`src/core/sar_link_pkg.sv`:
```
// constants shared by the converter end and the host end of the serial link
package sar_link_pkg;
    localparam int unsigned RESULT_BITS = 12;
    localparam int unsigned FRAME_BITS = 16;
    localparam int unsigned LEAD_ZEROS = 3;
    localparam logic [4:0] TRACK_RISE = 5'h0_00D;
    localparam logic [4:0] LAST_FALL = 5'h0_010;
    localparam logic [4:0] MODE_FALL = 5'h0_00A;
    localparam logic [4:0] GUARD_FALL = 5'h0_002;
    localparam int unsigned CLK_MHZ = 250;
    localparam int unsigned SCLK_HALF_NS = 40;
    localparam int unsigned SCLK_HALF_CYC = SCLK_HALF_NS * CLK_MHZ / 1000;
    localparam int unsigned GAP_NS = 40;
    localparam int unsigned GAP_CYC = (GAP_NS * CLK_MHZ + 999) / 1000;
endpackage

```
`src/core/sar_link_if.sv`:
```
// serial link between converter and host
`timescale 1ns/1ns
interface sar_link_if;
    logic frame_sel_n;
    logic sclk;
    logic result_out_o;
    logic result_out_oe;
    logic result_out;
    assign result_out = result_out_oe ? result_out_o : 1'b1;
    modport dev (input frame_sel_n, input sclk, output result_out_o, output result_out_oe);
    modport host (output frame_sel_n, output sclk, input result_out);
endinterface

```
`src/core/sar_edge_sync.sv`:
```
// two-flop synchroniser with edge detection
`timescale 1ns/1ns
module sar_edge_sync (
    input wire logic clock,
    input wire logic srst,
    input wire logic pin,
    output logic level,
    output logic rise,
    output logic fall
);
    logic meta_ff;
    logic sync_ff;
    logic last_ff;
    always_ff @(posedge clock) begin
        if (srst) begin
            meta_ff <= 1'b1;
            sync_ff <= 1'b1;
            last_ff <= 1'b1;
        end else begin
            meta_ff <= pin;
            sync_ff <= meta_ff;
            last_ff <= sync_ff;
        end
    end
    assign level = sync_ff;
    assign rise = sync_ff & ~last_ff;
    assign fall = ~sync_ff & last_ff;
endmodule // sar_edge_sync

```
`src/core/sar_converter.sv`:
```
// converter end: frame decode, mode control and serial result shifter
`timescale 1ns/1ns
module sar_converter (
    input wire logic clock,
    input wire logic srst,
    sar_link_if.dev link,
    input wire logic [sar_link_pkg::RESULT_BITS-1:0] analog_code,
    output logic holding,
    output logic shutdown,
    output logic [sar_link_pkg::RESULT_BITS-1:0] held_code
);
    import sar_link_pkg::*;
    logic cs_level;
    logic cs_rise;
    logic cs_fall;
    logic sck_level;
    logic sck_rise;
    logic sck_fall;
    logic [4:0] rise_cnt_ff;
    logic [4:0] fall_cnt_ff;
    logic [FRAME_BITS-1:0] shift_ff;
    logic oe_ff;
    logic dout_ff;
    logic hold_ff;
    logic sdn_ff;
    logic [RESULT_BITS-1:0] code_ff;

    sar_edge_sync u_cs (.clock(clock), .srst(srst), .pin(link.frame_sel_n),
        .level(cs_level), .rise(cs_rise), .fall(cs_fall));
    sar_edge_sync u_sck (.clock(clock), .srst(srst), .pin(link.sclk),
        .level(sck_level), .rise(sck_rise), .fall(sck_fall));

    // edge counters only run inside a frame
    always_ff @(posedge clock) begin
        if (srst || cs_level) begin
            rise_cnt_ff <= 5'h0_000;
            fall_cnt_ff <= 5'h0_000;
        end else begin
            // counters saturate so a runaway link clock cannot wrap them
            if (sck_rise && rise_cnt_ff != 5'h1F)
                rise_cnt_ff <= rise_cnt_ff + 5'h0_001;
            if (sck_fall && fall_cnt_ff != 5'h1F)
                fall_cnt_ff <= fall_cnt_ff + 5'h0_001;
        end
    end

    // sample on select fall, back to track on 13th rise
    always_ff @(posedge clock) begin
        if (srst) begin
            hold_ff <= 1'b0;
            code_ff <= '0;
        end else if (cs_fall) begin
            hold_ff <= 1'b1;
            code_ff <= analog_code;
        end else if (cs_rise || (sck_rise && rise_cnt_ff == TRACK_RISE - 5'h0_001)) begin
            hold_ff <= 1'b0;
        end
    end

    // output shifter: first bit valid at select fall, next bit on falls 1..15, output released on the 16th fall
    always_ff @(posedge clock) begin
        if (srst) begin
            oe_ff <= 1'b0;
            dout_ff <= 1'b0;
            shift_ff <= '0;
        end else if (cs_fall) begin
            oe_ff <= 1'b1;
            dout_ff <= 1'b0;
            shift_ff <= {{LEAD_ZEROS{1'b0}}, analog_code, 1'b0};
        end else if (cs_rise) begin
            oe_ff <= 1'b0;
        end else if (oe_ff && sck_fall) begin
            if (fall_cnt_ff == LAST_FALL - 5'h0_001) begin
                oe_ff <= 1'b0;
            end else begin
                dout_ff <= shift_ff[FRAME_BITS-2];
                shift_ff <= {shift_ff[FRAME_BITS-2:0], 1'b0};
            end
        end
    end

    // mode: low select means normal; early rise (2..9 falls) means shutdown
    always_ff @(posedge clock) begin
        if (srst) begin
            sdn_ff <= 1'b0;
        end else if (cs_fall) begin
            sdn_ff <= 1'b0;
        end else if (cs_rise && fall_cnt_ff >= GUARD_FALL && fall_cnt_ff < MODE_FALL) begin
            sdn_ff <= 1'b1;
        end
    end

    assign link.result_out_o = dout_ff;
    assign link.result_out_oe = oe_ff;
    assign holding = hold_ff;
    assign shutdown = sdn_ff;
    assign held_code = code_ff;
endmodule // sar_converter

```
`src/flat_wrapper.sv`:
```
// flat-port wrapper written by rule: the top's interface ports become plain ports
module sar_converter_flat import sar_link_pkg::*;
  (clock, srst, analog_code, holding, shutdown, held_code, link_frame_sel_n, link_sclk, link_result_out_o, link_result_out_oe);
  sar_link_if link_i ();
  input wire logic clock;
  input wire logic srst;
  input wire logic [sar_link_pkg::RESULT_BITS-1:0] analog_code;
  output logic holding;
  output logic shutdown;
  output logic [sar_link_pkg::RESULT_BITS-1:0] held_code;
  input wire logic [$bits(link_i.frame_sel_n)-1:0] link_frame_sel_n;
  input wire logic [$bits(link_i.sclk)-1:0] link_sclk;
  output wire logic [$bits(link_i.result_out_o)-1:0] link_result_out_o;
  output wire logic [$bits(link_i.result_out_oe)-1:0] link_result_out_oe;
  assign link_i.frame_sel_n = link_frame_sel_n;
  assign link_i.sclk = link_sclk;
  assign link_result_out_o = link_i.result_out_o;
  assign link_result_out_oe = link_i.result_out_oe;
  sar_converter u_core (.clock(clock), .srst(srst), .link(link_i), .analog_code(analog_code), .holding(holding), .shutdown(shutdown), .held_code(held_code));
endmodule
```
`config.mk`:
```
export PLATFORM = sky130hd
export DESIGN_NAME = sar_converter_flat
export DESIGN_NICKNAME = d
export VERILOG_FILES = /design/src/core/sar_link_pkg.sv /design/src/core/sar_link_if.sv /design/src/core/sar_edge_sync.sv /design/src/core/sar_converter.sv /design/src/flat_wrapper.sv
export SDC_FILE = /design/constraint.sdc
export NUM_CORES = 1
export LEC_CHECK = 0
export ABC_CLOCK_PERIOD_IN_PS = 4550
export BUFFER_PORTS_ARGS = -buffer_cell sky130_fd_sc_hd__clkbuf_2
export CAP_MARGIN = 25
export CORE_UTILIZATION = 59
export CTS_CLUSTER_SIZE = 25
export DETAILED_ROUTE_END_ITERATION = 10
export PLACE_DENSITY = 0.83
export SLEW_MARGIN = 20
export SYNTH_ARGS = -nofsm -noshare
export SYNTH_HDL_FRONTEND = slang
export SYNTH_SLANG_ARGS = --single-unit
```
`constraint.sdc`:
```
create_clock -name clock -period 4.55 [get_ports clock]
set_clock_uncertainty 0.1 [all_clocks]
set_input_delay 0.455 -clock clock [delete_from_list [all_inputs] [get_ports clock]]
set_output_delay 0.455 -clock clock [all_outputs]
set_load 0.1 [all_outputs]
```
==> results of run 1 <==
[flip-flops by register name (all words and copies together), names as in the netlist]
register,cells
u_core.u_cs.meta_ff,1
u_core.rise_cnt_ff,5
u_core.u_cs.level,1
u_core.shift_ff,14
u_core.held_code,12
u_core.fall_cnt_ff,5
u_core.u_sck.last_ff,1
u_core.holding,1
u_core.u_sck.level,1
u_core.shutdown,1
u_core.link.result_out_o,1
u_core.u_cs.last_ff,1
u_core.link.result_out_oe,1
u_core.u_sck.meta_ff,1
[metal layers]
metal / routed length (um) / vias to the layer above / global-route usage [%]
met5: 0 / - / 0
met1: 1771 / 728 / 30.24
li1: - / 806 / -
met2: 1645 / 40 / 35.47
met3: 165 / 7 / 5.495
met4: 75 / 0 / 12.59
[synthesized netlist by cell type, drive strengths merged, types with 4 or more instances]
cell / instances / area [sq um]
buf: 9 / 48.79
dfxtp: 46 / 920.9
a211oi: 12 / 90.09
o21ai: 7 / 35.03
or2: 6 / 37.54
nor2: 4 / 15.01
nand3: 6 / 30.03
nand2: 44 / 165.2
inv: 4 / 15.01
a311oi: 11 / 96.34
ha: 6 / 75.07
a21oi: 25 / 125.1
clkbuf: 6 / 22.52
[path summary, 6_finish.rpt]
path / slack (ns) / from / to
max reg2reg: 2.42 / u_core.rise_cnt_ff[0] / u_core.rise_cnt_ff[3]
min: 0.17 / link_frame_sel_n / u_core.u_cs.meta_ff
max: 2.42 / u_core.rise_cnt_ff[0] / u_core.rise_cnt_ff[3]
min reg2reg: 0.33 / u_core.u_sck.meta_ff / u_core.u_sck.level
[power groups by stage]
stage | sequential (mW) | clock, mW | combinational, mW
floorplan | 0.462 | 0 | 0.0342
global placement | 0.432 | 0 | 0.0800
detailed placement | 0.432 | 0 | 0.0813
CTS | 0.423 | 0.235 | 0.0816
global route | 0.425 | 0.247 | 0.0893
finish | 0.423 | 0.233 | 0.0824
[layout make-up]
cell class / count / area, sq um / share of cell area, %
Sequential cell: 46 / 920.9 / 43.22
Timing Repair Buffer: 34 / 185.2 / 8.691
Multi-Input combinational cell: 147 / 875.8 / 41.10
Inverter: 4 / 15.01 / 0.7046
Tap cell: 44 / 55.05 / 2.584
Clock buffer: 8 / 78.83 / 3.699
[critical path, delay by kind of cell, from the launching register on]
family / cells / cell delay, ns
AO/OA/AOI/OAI: 1 / 0.19
adder cells (fa/ha/maj): 2 / 0.41
flip-flops: 1 / 0.35
AND/OR/NAND/NOR: 3 / 1.00
[layout by cell type, fill, tap and decap left out, drive strengths merged, types with 3 or more instances in the layout]
cell and n:
a211oi 12, a21oi 25, a311oi 11, buf 3, clkbuf 39, dfxtp 46
ha 6, inv 4, nand2 44, nand2b 3, nand3 6, nor2 4
o21ai 7, or2 6, or3 3, xnor2 3
[stage by stage]
stage	hold slack [ns]	area [sq um]
CTS	0.1634	2116
finish	0.1748	2131
floorplan	0.2895	1883
detailed placement	0.3015	2037
global route	0.1660	2131
global placement	0.2972	2037
[cell families (layout without fill, tap and decap cells)]
| kind of cell | count (synthesis) | count (layout) |
|---|---|---|
| AOI/OAI and AO/OA | 57 | 57 |
| adders and majority gates | 6 | 6 |
| DFF | 46 | 46 |
| buffers and inverters | 19 | 46 |
| xor gates and xnor gates | 3 | 3 |
| and+or+nand+nor | 81 | 81 |
==> key figures, run 1 <==
Outcome
  • Status: completed

Drt
  • Drt first pass iters: 4
  • Initial DRC Count: 58
  • Wire per inst: around 13 um
  • DR vias: 1581
  • Via density: 5.587
  • Final ANT Viol Nets: 0
  • Post-Route WL: approximately 3700 um
  • Detailed-route DRC error count: 0

Timing
  • Final Hold Viols: 0
  • Setup Viol. Count Final: 0
  • Maximum clock rate: 469.0 MHz
  • Post-route clock period utilization: between 40% and 50%
  • Min Tclk post-route: around 2.1 ns
  • Worst setup margin: ~2.4 ns
  • Final max-slew violation count: 0
  • Slew @ Worst Pin: a little over 0.6 ns
  • Setup TNS: 0 ns
  • Slew headroom: 58.52%
  • RSZ-0062 raised after global routing: no

Clock tree
  • Skew-Pair Late Insertion Delay: 0.36 ns
  • Total clock buffers created by CTS: 5
  • Hold_buf cts: 0
  • CTS Sinks: 46
  • Post-CTS Resized: 0
  • CTS root buffer: clkbuf_4
  • CTS tree: yes
  • CTS max path bufs: 2
  • H-Tree Depth: 2
  • Number of setup buffers added after CTS: 0
  • Clk pin slew, worst setup/hold paths: 0.13 ns

Placement
  • Gpl congestion: 0.8052
  • Cells after DPL: 274
  • IO buf count: 31
  • Hpwl dp: 2365 um
  • Pre-CTS setup slack: 2.458 ns

Yosys
  • Syn_area_per_cell: 8.882 sq um
  • Syn Inst Count: about 210
  • Simple-gate share of the synthesized area: 21.86%
  • Mux cell area share after synthesis: 0%
  • Most used DFF post-synth: dfxtp_1
  • Register bit total from synthesis: 46
  • Largest family of logic cells by synthesized area: simple AND/OR/NAND/NOR gates
  • Ys async rst share: 0%
  • Post-synthesis sequential area ratio: 48.90%
  • Yosys cell types: 30
  • Synth Warn #: 0
  • Adder-cell share of the synthesized area: under 10%
  • Post-synth EDFFs: 0
  • Syn Nets: 234
  • Synth Area in Compound Gates: between 10% and 20%
  • Post-Syn Area: 0.001883 sq mm
  • XOR/XNOR share of the synthesized area: between 1 and 1.5%

Power and ir drop
  • Sw Ratio: 26.32%
  • P_sw: 0.1943 mW
  • Pleak: 0.7969 nW
  • Total chip power: 0.7384 mW
  • Worst VDD drop: 203.9 uV
  • Seq pwr share: 57.3%
  • Clk pwr share: 31.5%
  • Power share of the combinational group: ~11%
  • Pwr dens: 346.5 mW/mm^2
  • Internal Power: roughly 0.54 mW

Global routing
  • Vias in the first global route: 1383
  • First-pass GRT wire length: 5975 um
  • Tot GR Track Use: 23.16%
  • Grt ovf: 0
  • Largest net degree at the start of global routing: 35
  • Antenna violations before repair: 0

Critical path
  • Startpoint Class: flop
  • CP dominant cell by count: ha_1
  • Critical Path End Type: flop
  • Maximum fanout along the worst path: 5
  • Reg2Reg Depth: 6
  • Worst path slowest cell: or3b_1
  • CP max stage delay: 0.43 ns
  • Crit Path Category: reg -> reg
  • CP arrival: around 2.3 ns
  • CP Data Required Time: 4.74 ns
  • Cell Chain, Critical Path: ha_1 > and3_1 > ha_1 > or3b_1 > or3_1 > a21oi_1

Min path
  • Type of the tightest min-delay check: in -> reg
  • Hold Path Cell Cnt: 2

Layout
  • Nets: 260
  • ANT cells: 0
  • Layout cells sized above 1: 20.92%
  • Layout fillers: around 260
  • Post-route insts no fill: 283
  • Layout area overhead: 13.16%
  • Core Util, Final: 70.37%

Die
  • Die Y: 58.50 um
  • Starting Density: 62.19%
  • Core Rows: 20
  • Core footprint: 0.003028 sq mm
  • Area of the die: ~0.0034 sq mm
  • IO Pins: 32
  • Die width: 58.50 um

Run
  • Max_cap viols: 0
Note: power is estimated with default switching activity, not from simulation.
==> run 2, diff against run 1 <==
--- a/config.mk
+++ b/config.mk
@@ -5,13 +5,13 @@
 export SDC_FILE = /design/constraint.sdc
 export NUM_CORES = 1
 export LEC_CHECK = 0
-export ABC_CLOCK_PERIOD_IN_PS = 4550
+export ABC_CLOCK_PERIOD_IN_PS = 2050
 export BUFFER_PORTS_ARGS = -buffer_cell sky130_fd_sc_hd__clkbuf_2
 export CAP_MARGIN = 25
-export CORE_UTILIZATION = 59
+export CORE_UTILIZATION = 54
 export CTS_CLUSTER_SIZE = 25
 export DETAILED_ROUTE_END_ITERATION = 10
-export PLACE_DENSITY = 0.83
+export PLACE_DENSITY = 0.77
 export SLEW_MARGIN = 20
 export SYNTH_ARGS = -nofsm -noshare
 export SYNTH_HDL_FRONTEND = slang
==> constraint.sdc (replaced) <==
create_clock -name clock -period 2.05 [get_ports clock]
set_clock_uncertainty 0.1 [all_clocks]
set_input_delay 0.205 -clock clock [delete_from_list [all_inputs] [get_ports clock]]
set_output_delay 0.205 -clock clock [all_outputs]
set_load 0.1 [all_outputs]
==> key figures, run 2 (synthesis gave the netlist of run 1 again) <==
Outcome
  • Status: completed

Clock tree
  • CTS root buffer: clkbuf_4
  • Number of setup buffers added after CTS: 0
  • Total clock buffers created by CTS: 5
  • Skew-Pair Late Insertion Delay: 0.35 ns
  • H-Tree Depth: 2
  • CTS Sinks: 46
  • Clk pin slew, worst setup/hold paths: 0.13 ns
  • CTS tree: yes
  • CTS max path bufs: 2

Drt
  • Initial DRC Count: 83
  • Drt first pass iters: 4
  • Via density: 5.382
  • DR vias: 1647
  • Wire per inst: 12.55 um
  • Post-Route WL: 3840 um
  • Detailed-route DRC error count: 0
  • Final ANT Viol Nets: 0

Timing
  • Slew headroom: roughly three fifths
  • RSZ-0062 raised after global routing: no
  • Setup TNS: 0 ns
  • Min Tclk post-route: 1.989 ns
  • Final Hold Viols: 0
  • Final max-slew violation count: 0
  • Hold WS: 0.003973 ns
  • Post-route clock period utilization: 97.03%
  • Slew @ Worst Pin: between 0.6 and 0.7 ns
  • Maximum clock rate: about 500 MHz
  • Worst setup margin: 0.06087 ns
  • Setup Viol. Count Final: 0

Layout
  • Nets: 281
  • Layout cells sized above 1: 25.77%
  • Biggest register: u_core.shift_ff
  • Post-route insts no fill: 306
  • Final Cell Area: 0.002338 sq mm
  • Layout area overhead: 24.19%
  • ANT cells: 0
  • Core Util, Final: 70.08%
  • Commonest non-fill, non-tap cell in the layout: nand2_1
  • Layout fillers: 296
  • Most frequent cells in the layout: nand2_1, dfxtp_1, clkbuf_2
  • Flip-flop count of the largest register after layout: 14

Global routing
  • Largest net degree at the start of global routing: 24
  • Antenna violations before repair: 0
  • Vias in the first global route: 1421
  • Grt ovf: 0
  • Tot GR Track Use: 20.63%
  • First-pass GRT wire length: 5727 um

Critical path
  • Critical Path End Type: flop
  • Startpoint Class: flop
  • CP Data Required Time: 2.24 ns
  • CP bufs+invs: 0
  • CP arrival: 2.18 ns
  • Worst path slowest cell: or3b_4
  • Cell Chain, Critical Path: ha_1 > and3_4 > ha_2 > or3b_4 > or3_4 > a21oi_2
  • CP max stage delay: 0.38 ns
  • Maximum fanout along the worst path: 3
  • Crit Path Category: reg -> reg
  • Crit path max-delay family: simple AND/OR/NAND/NOR gates

Power and ir drop
  • Total chip power: 1.592 mW
  • Pwr dens: 681.0 mW/mm^2
  • Pleak: 0.8705 nW
  • Worst VDD drop: 454.6 uV

Min path
  • Type of the tightest min-delay check: in -> reg

Die
  • Area of the die: 0.003727 sq mm
  • Die Y: 61.05 um
  • Starting Density: 56.43%
  • Core Rows: 21
  • Die width: 61.05 um
  • IO Pins: 32
  • Core footprint: 0.003337 sq mm

Placement
  • Pre-CTS setup slack: 0.02650 ns
  • Gpl congestion: 0.8062
  • Cells after DPL: around 280
  • Post-DP Area: around 0.0021 sq mm
  • Hpwl dp: 2416 um
  • IO buf count: 31

Run
  • Max_cap viols: 0
run 2: cell count changes in the layout (fill, tap and decap cells not counted), moves of 2 or more:
cell,change
dfxtp_2,+3
buf_4,+8
dlygate4sd3_1,+13
and4bb_4,+2
clkbuf_8,-2
dfxtp_1,-3
ha_2,+2
ha_1,-2
run 2: final timing paths:
check / start / to / slack (ns) / cells after the start
hold reg to reg: u_core.u_cs.meta_ff / u_core.u_cs.level / 0.32 / 1
hold / removal: analog_code[11] / u_core.held_code[11] / 0.004 / 3
setup / recovery: u_core.fall_cnt_ff[0] / u_core.fall_cnt_ff[3] / 0.06 / 6
setup reg to reg: u_core.fall_cnt_ff[0] / u_core.fall_cnt_ff[3] / 0.06 / 6
run 2: area by class of cell:
cell class	count	area (sq um)	area share (%)
Sequential cell	46	924.6	39.54
Timing Repair Buffer	54	360.3	15.41
Multi-Input combinational cell	148	917.1	39.22
Clock inverter	2	12.51	0.5350
Tap cell	46	57.56	2.461
Clock buffer	6	51.30	2.194
Inverter	4	15.01	0.6421
run 2: what timing repair did:
item	4_1_cts	5_1_grt
gates resized for setup	0	11
hold buffers	13	0
setup endpoints to repair	0	13
endpoints found under the hold margin	14	0
run 2: worst register-to-register path, delay by kind of cell, from the launching register on:
kind | cells | cell delay (ns)
flip-flops | 1 | 0.34
AO/OA/AOI/OAI | 1 | 0.13
adder cells (fa/ha/maj) | 2 | 0.41
AND/OR/NAND/NOR | 3 | 0.96
run 2: where the power goes:
group	internal (mW)	leakage (nW)	switching, mW
Clock	0.165	0.0343	0.281
Sequential	0.922	0.376	0.0176
Combinational	0.0710	0.461	0.136
run 2: routing by layer:
| metal | global-route usage (%) | part of all wire [%] | routed length (um) | vias to the layer above |
|---|---|---|---|---|
| met5 | 0 | 0 | 0 | - |
| met4 | 12.66 | 2.0 | 77 | 0 |
| met3 | 4.622 | 2.9 | 110 | 8 |
| met2 | 35.56 | 50 | 1930 | 30 |
| met1 | 23.13 | 45 | 1722 | 756 |
| li1 | - | - | - | 853 |
==> run 3, diff against run 2 <==
--- a/config.mk
+++ b/config.mk
@@ -6,7 +6,7 @@
 export NUM_CORES = 1
 export LEC_CHECK = 0
 export ABC_CLOCK_PERIOD_IN_PS = 2050
-export BUFFER_PORTS_ARGS = -buffer_cell sky130_fd_sc_hd__clkbuf_2
+export BUFFER_PORTS_ARGS = -buffer_cell sky130_fd_sc_hd__buf_4
 export CAP_MARGIN = 25
 export CORE_UTILIZATION = 54
 export CTS_CLUSTER_SIZE = 25
==> key figures, run 3 (synthesis gave the netlist of run 1 again) <==
Die
  • Core footprint: about 0.0033 sq mm
  • Area of the die: 0.003727 sq mm
  • IO Pins: 32
  • Starting Density: 56.43%
  • Die width: about 61 um
  • Die Y: 61.05 um
  • Core Rows: 21

Global routing
  • Tot GR Track Use: 21.66%
  • Grt ovf: 0
  • First-pass GRT wire length: just over 6000 um
  • Antenna violations before repair: 0
  • Vias in the first global route: 1365
  • Largest net degree at the start of global routing: 35

Critical path
  • Maximum fanout along the worst path: 3
  • Reg2Reg Depth: 6
  • Register-to-Register Setup Slack: just under 0.05 ns
  • Critical Path End Type: flop
  • Crit Path Category: reg -> reg
  • Startpoint Class: flop
  • CP arrival: 2.19 ns
  • Worst r2r src: u_core.fall_cnt_ff[0]
  • Worst setup path end: u_core.fall_cnt_ff[3]
  • Crit path from: u_core.fall_cnt_ff[0]
  • Worst R2R End: u_core.fall_cnt_ff[3]
  • CP Data Required Time: 2.24 ns

Layout
  • Biggest register: u_core.shift_ff
  • Layout cells sized above 1: about 26%
  • Flip-flop count of the largest register after layout: 14
  • Layout area overhead: 22.99%
  • ANT cells: 0
  • Nets: 271
  • Layout fillers: 280
  • Most frequent cells in the layout: nand2_1, dfxtp_1, buf_4

Power and ir drop
  • Seq pwr share: roughly 60%
  • Worst VDD drop: 446.7 uV
  • Internal Power: 1.160 mW
  • Total chip power: 1.580 mW
  • Clk pwr share: 27.5%
  • Sw Ratio: 26.55%
  • Power share of the combinational group: a little over an eighth
  • Pwr dens: about 680 mW/mm^2
  • P_sw: 0.4195 mW
  • Pleak: 0.8617 nW

Timing
  • Setup TNS: 0 ns
  • Worst setup margin: 0.04878 ns
  • Min Tclk post-route: 2.001 ns
  • Maximum clock rate: 499.7 MHz
  • Post-route clock period utilization: 97.62%
  • Final Hold Viols: 0
  • Slew headroom: 60.11%
  • Final max-slew violation count: 0
  • Slew @ Worst Pin: 0.5984 ns
  • Setup Viol. Count Final: 0

Clock tree
  • CTS Sinks: 46
  • CTS max path bufs: 2
  • Total clock buffers created by CTS: 5
  • H-Tree Depth: 2
  • CTS tree: yes
  • CTS root buffer: clkbuf_4
  • Clk pin slew, worst setup/hold paths: around 0.12 ns
  • Skew-Pair Late Insertion Delay: 0.35 ns

Drt
  • Drt first pass iters: 4
  • Post-Route WL: 3733 um
  • DR vias: between 1500 and 2000
  • Detailed-route DRC error count: 0
  • Wire per inst: between 10 and 15 um
  • Initial DRC Count: 110
  • Final ANT Viol Nets: 0
  • Via density: 5.355

Run
  • Max_cap viols: 0

Outcome
  • Status: completed

Placement
  • IO buf count: 31
  • Pre-CTS setup slack: 0.07703 ns
  • Gpl congestion: 0.7544
  • Hpwl dp: 2379 um

Min path
  • Type of the tightest min-delay check: in -> reg
run 3: area by class of cell:
cell class	instances	area [sq um]	share of cell area [%]
Sequential cell	46	923.4	39.87
Multi-Input combinational cell	148	909.6	39.28
Timing Repair Buffer	44	350.3	15.13
Tap cell	46	57.56	2.485
Clock buffer	7	55.05	2.377
Inverter	4	15.01	0.6483
Clock inverter	1	5.005	0.2161
run 3: critical path, cell delays in order (launching register included):
cell and delay (ns):
dfxtp_1 0.33, ha_1 0.21, and3_1 0.20, ha_2 0.20, or3b_1 0.38, or3_1 0.38, a21oi_2 0.15
run 3: power groups by stage:
stage	clock [mW]	sequential [mW]	combinational, mW
4_1_cts	0.449	0.940	0.203
2_1_floorplan	0	1.03	0.0759
6_report	0.435	0.940	0.205
3_5_place_dp	0	0.959	0.200
5_1_grt	0.496	0.945	0.221
3_3_place_gp	0	0.958	0.198
run 3: per-layer routing:
metal | routed length [um] | GRT usage (%) | vias to the layer above
met5 | 0 | 0 | -
met4 | 78 | 8.442 | 0
met2 | 1816 | 34.78 | 24
li1 | - | - | 827
met1 | 1742 | 28.14 | 725
met3 | 96 | 5.252 | 9
run 3: how the worst min path moves through the flow:
| stage | start | to | slack (ns) | cells past startpoint |
|---|---|---|---|---|
| finish | analog_code[1] | u_core.held_code[1] | 0.02 | 3 |
| detailed placement | link_frame_sel_n | u_core.u_cs.meta_ff | 0.29 | 2 |
| CTS | analog_code[0] | u_core.shift_ff[1] | 0.007 | 3 |
| floorplan | link_frame_sel_n | u_core.u_cs.meta_ff | 0.21 | 1 |
| global route | analog_code[1] | u_core.held_code[1] | 0.001 | 3 |
| global placement | link_frame_sel_n | u_core.u_cs.meta_ff | 0.29 | 2 |
run 3: metrics by stage:
stage          hold slack, ns  cell area, sq um  std cells  utilization, %
6_report              0.01681              2316        296           69.40
5_1_grt              0.001157              2316        296           69.40
4_1_cts              0.007415              2262        293           67.79
3_5_place_dp           0.2925              2182        283           65.39
3_3_place_gp           0.2902              2182        283           65.39
2_1_floorplan          0.2088              1883        212               -
run 3: timing repair:
item,CTS,global route
endpoints found under the setup margin,0,16
gates resized for setup,0,10
endpoints found under the hold margin,2,2
buffers inserted,0,1
hold buffers,2,1
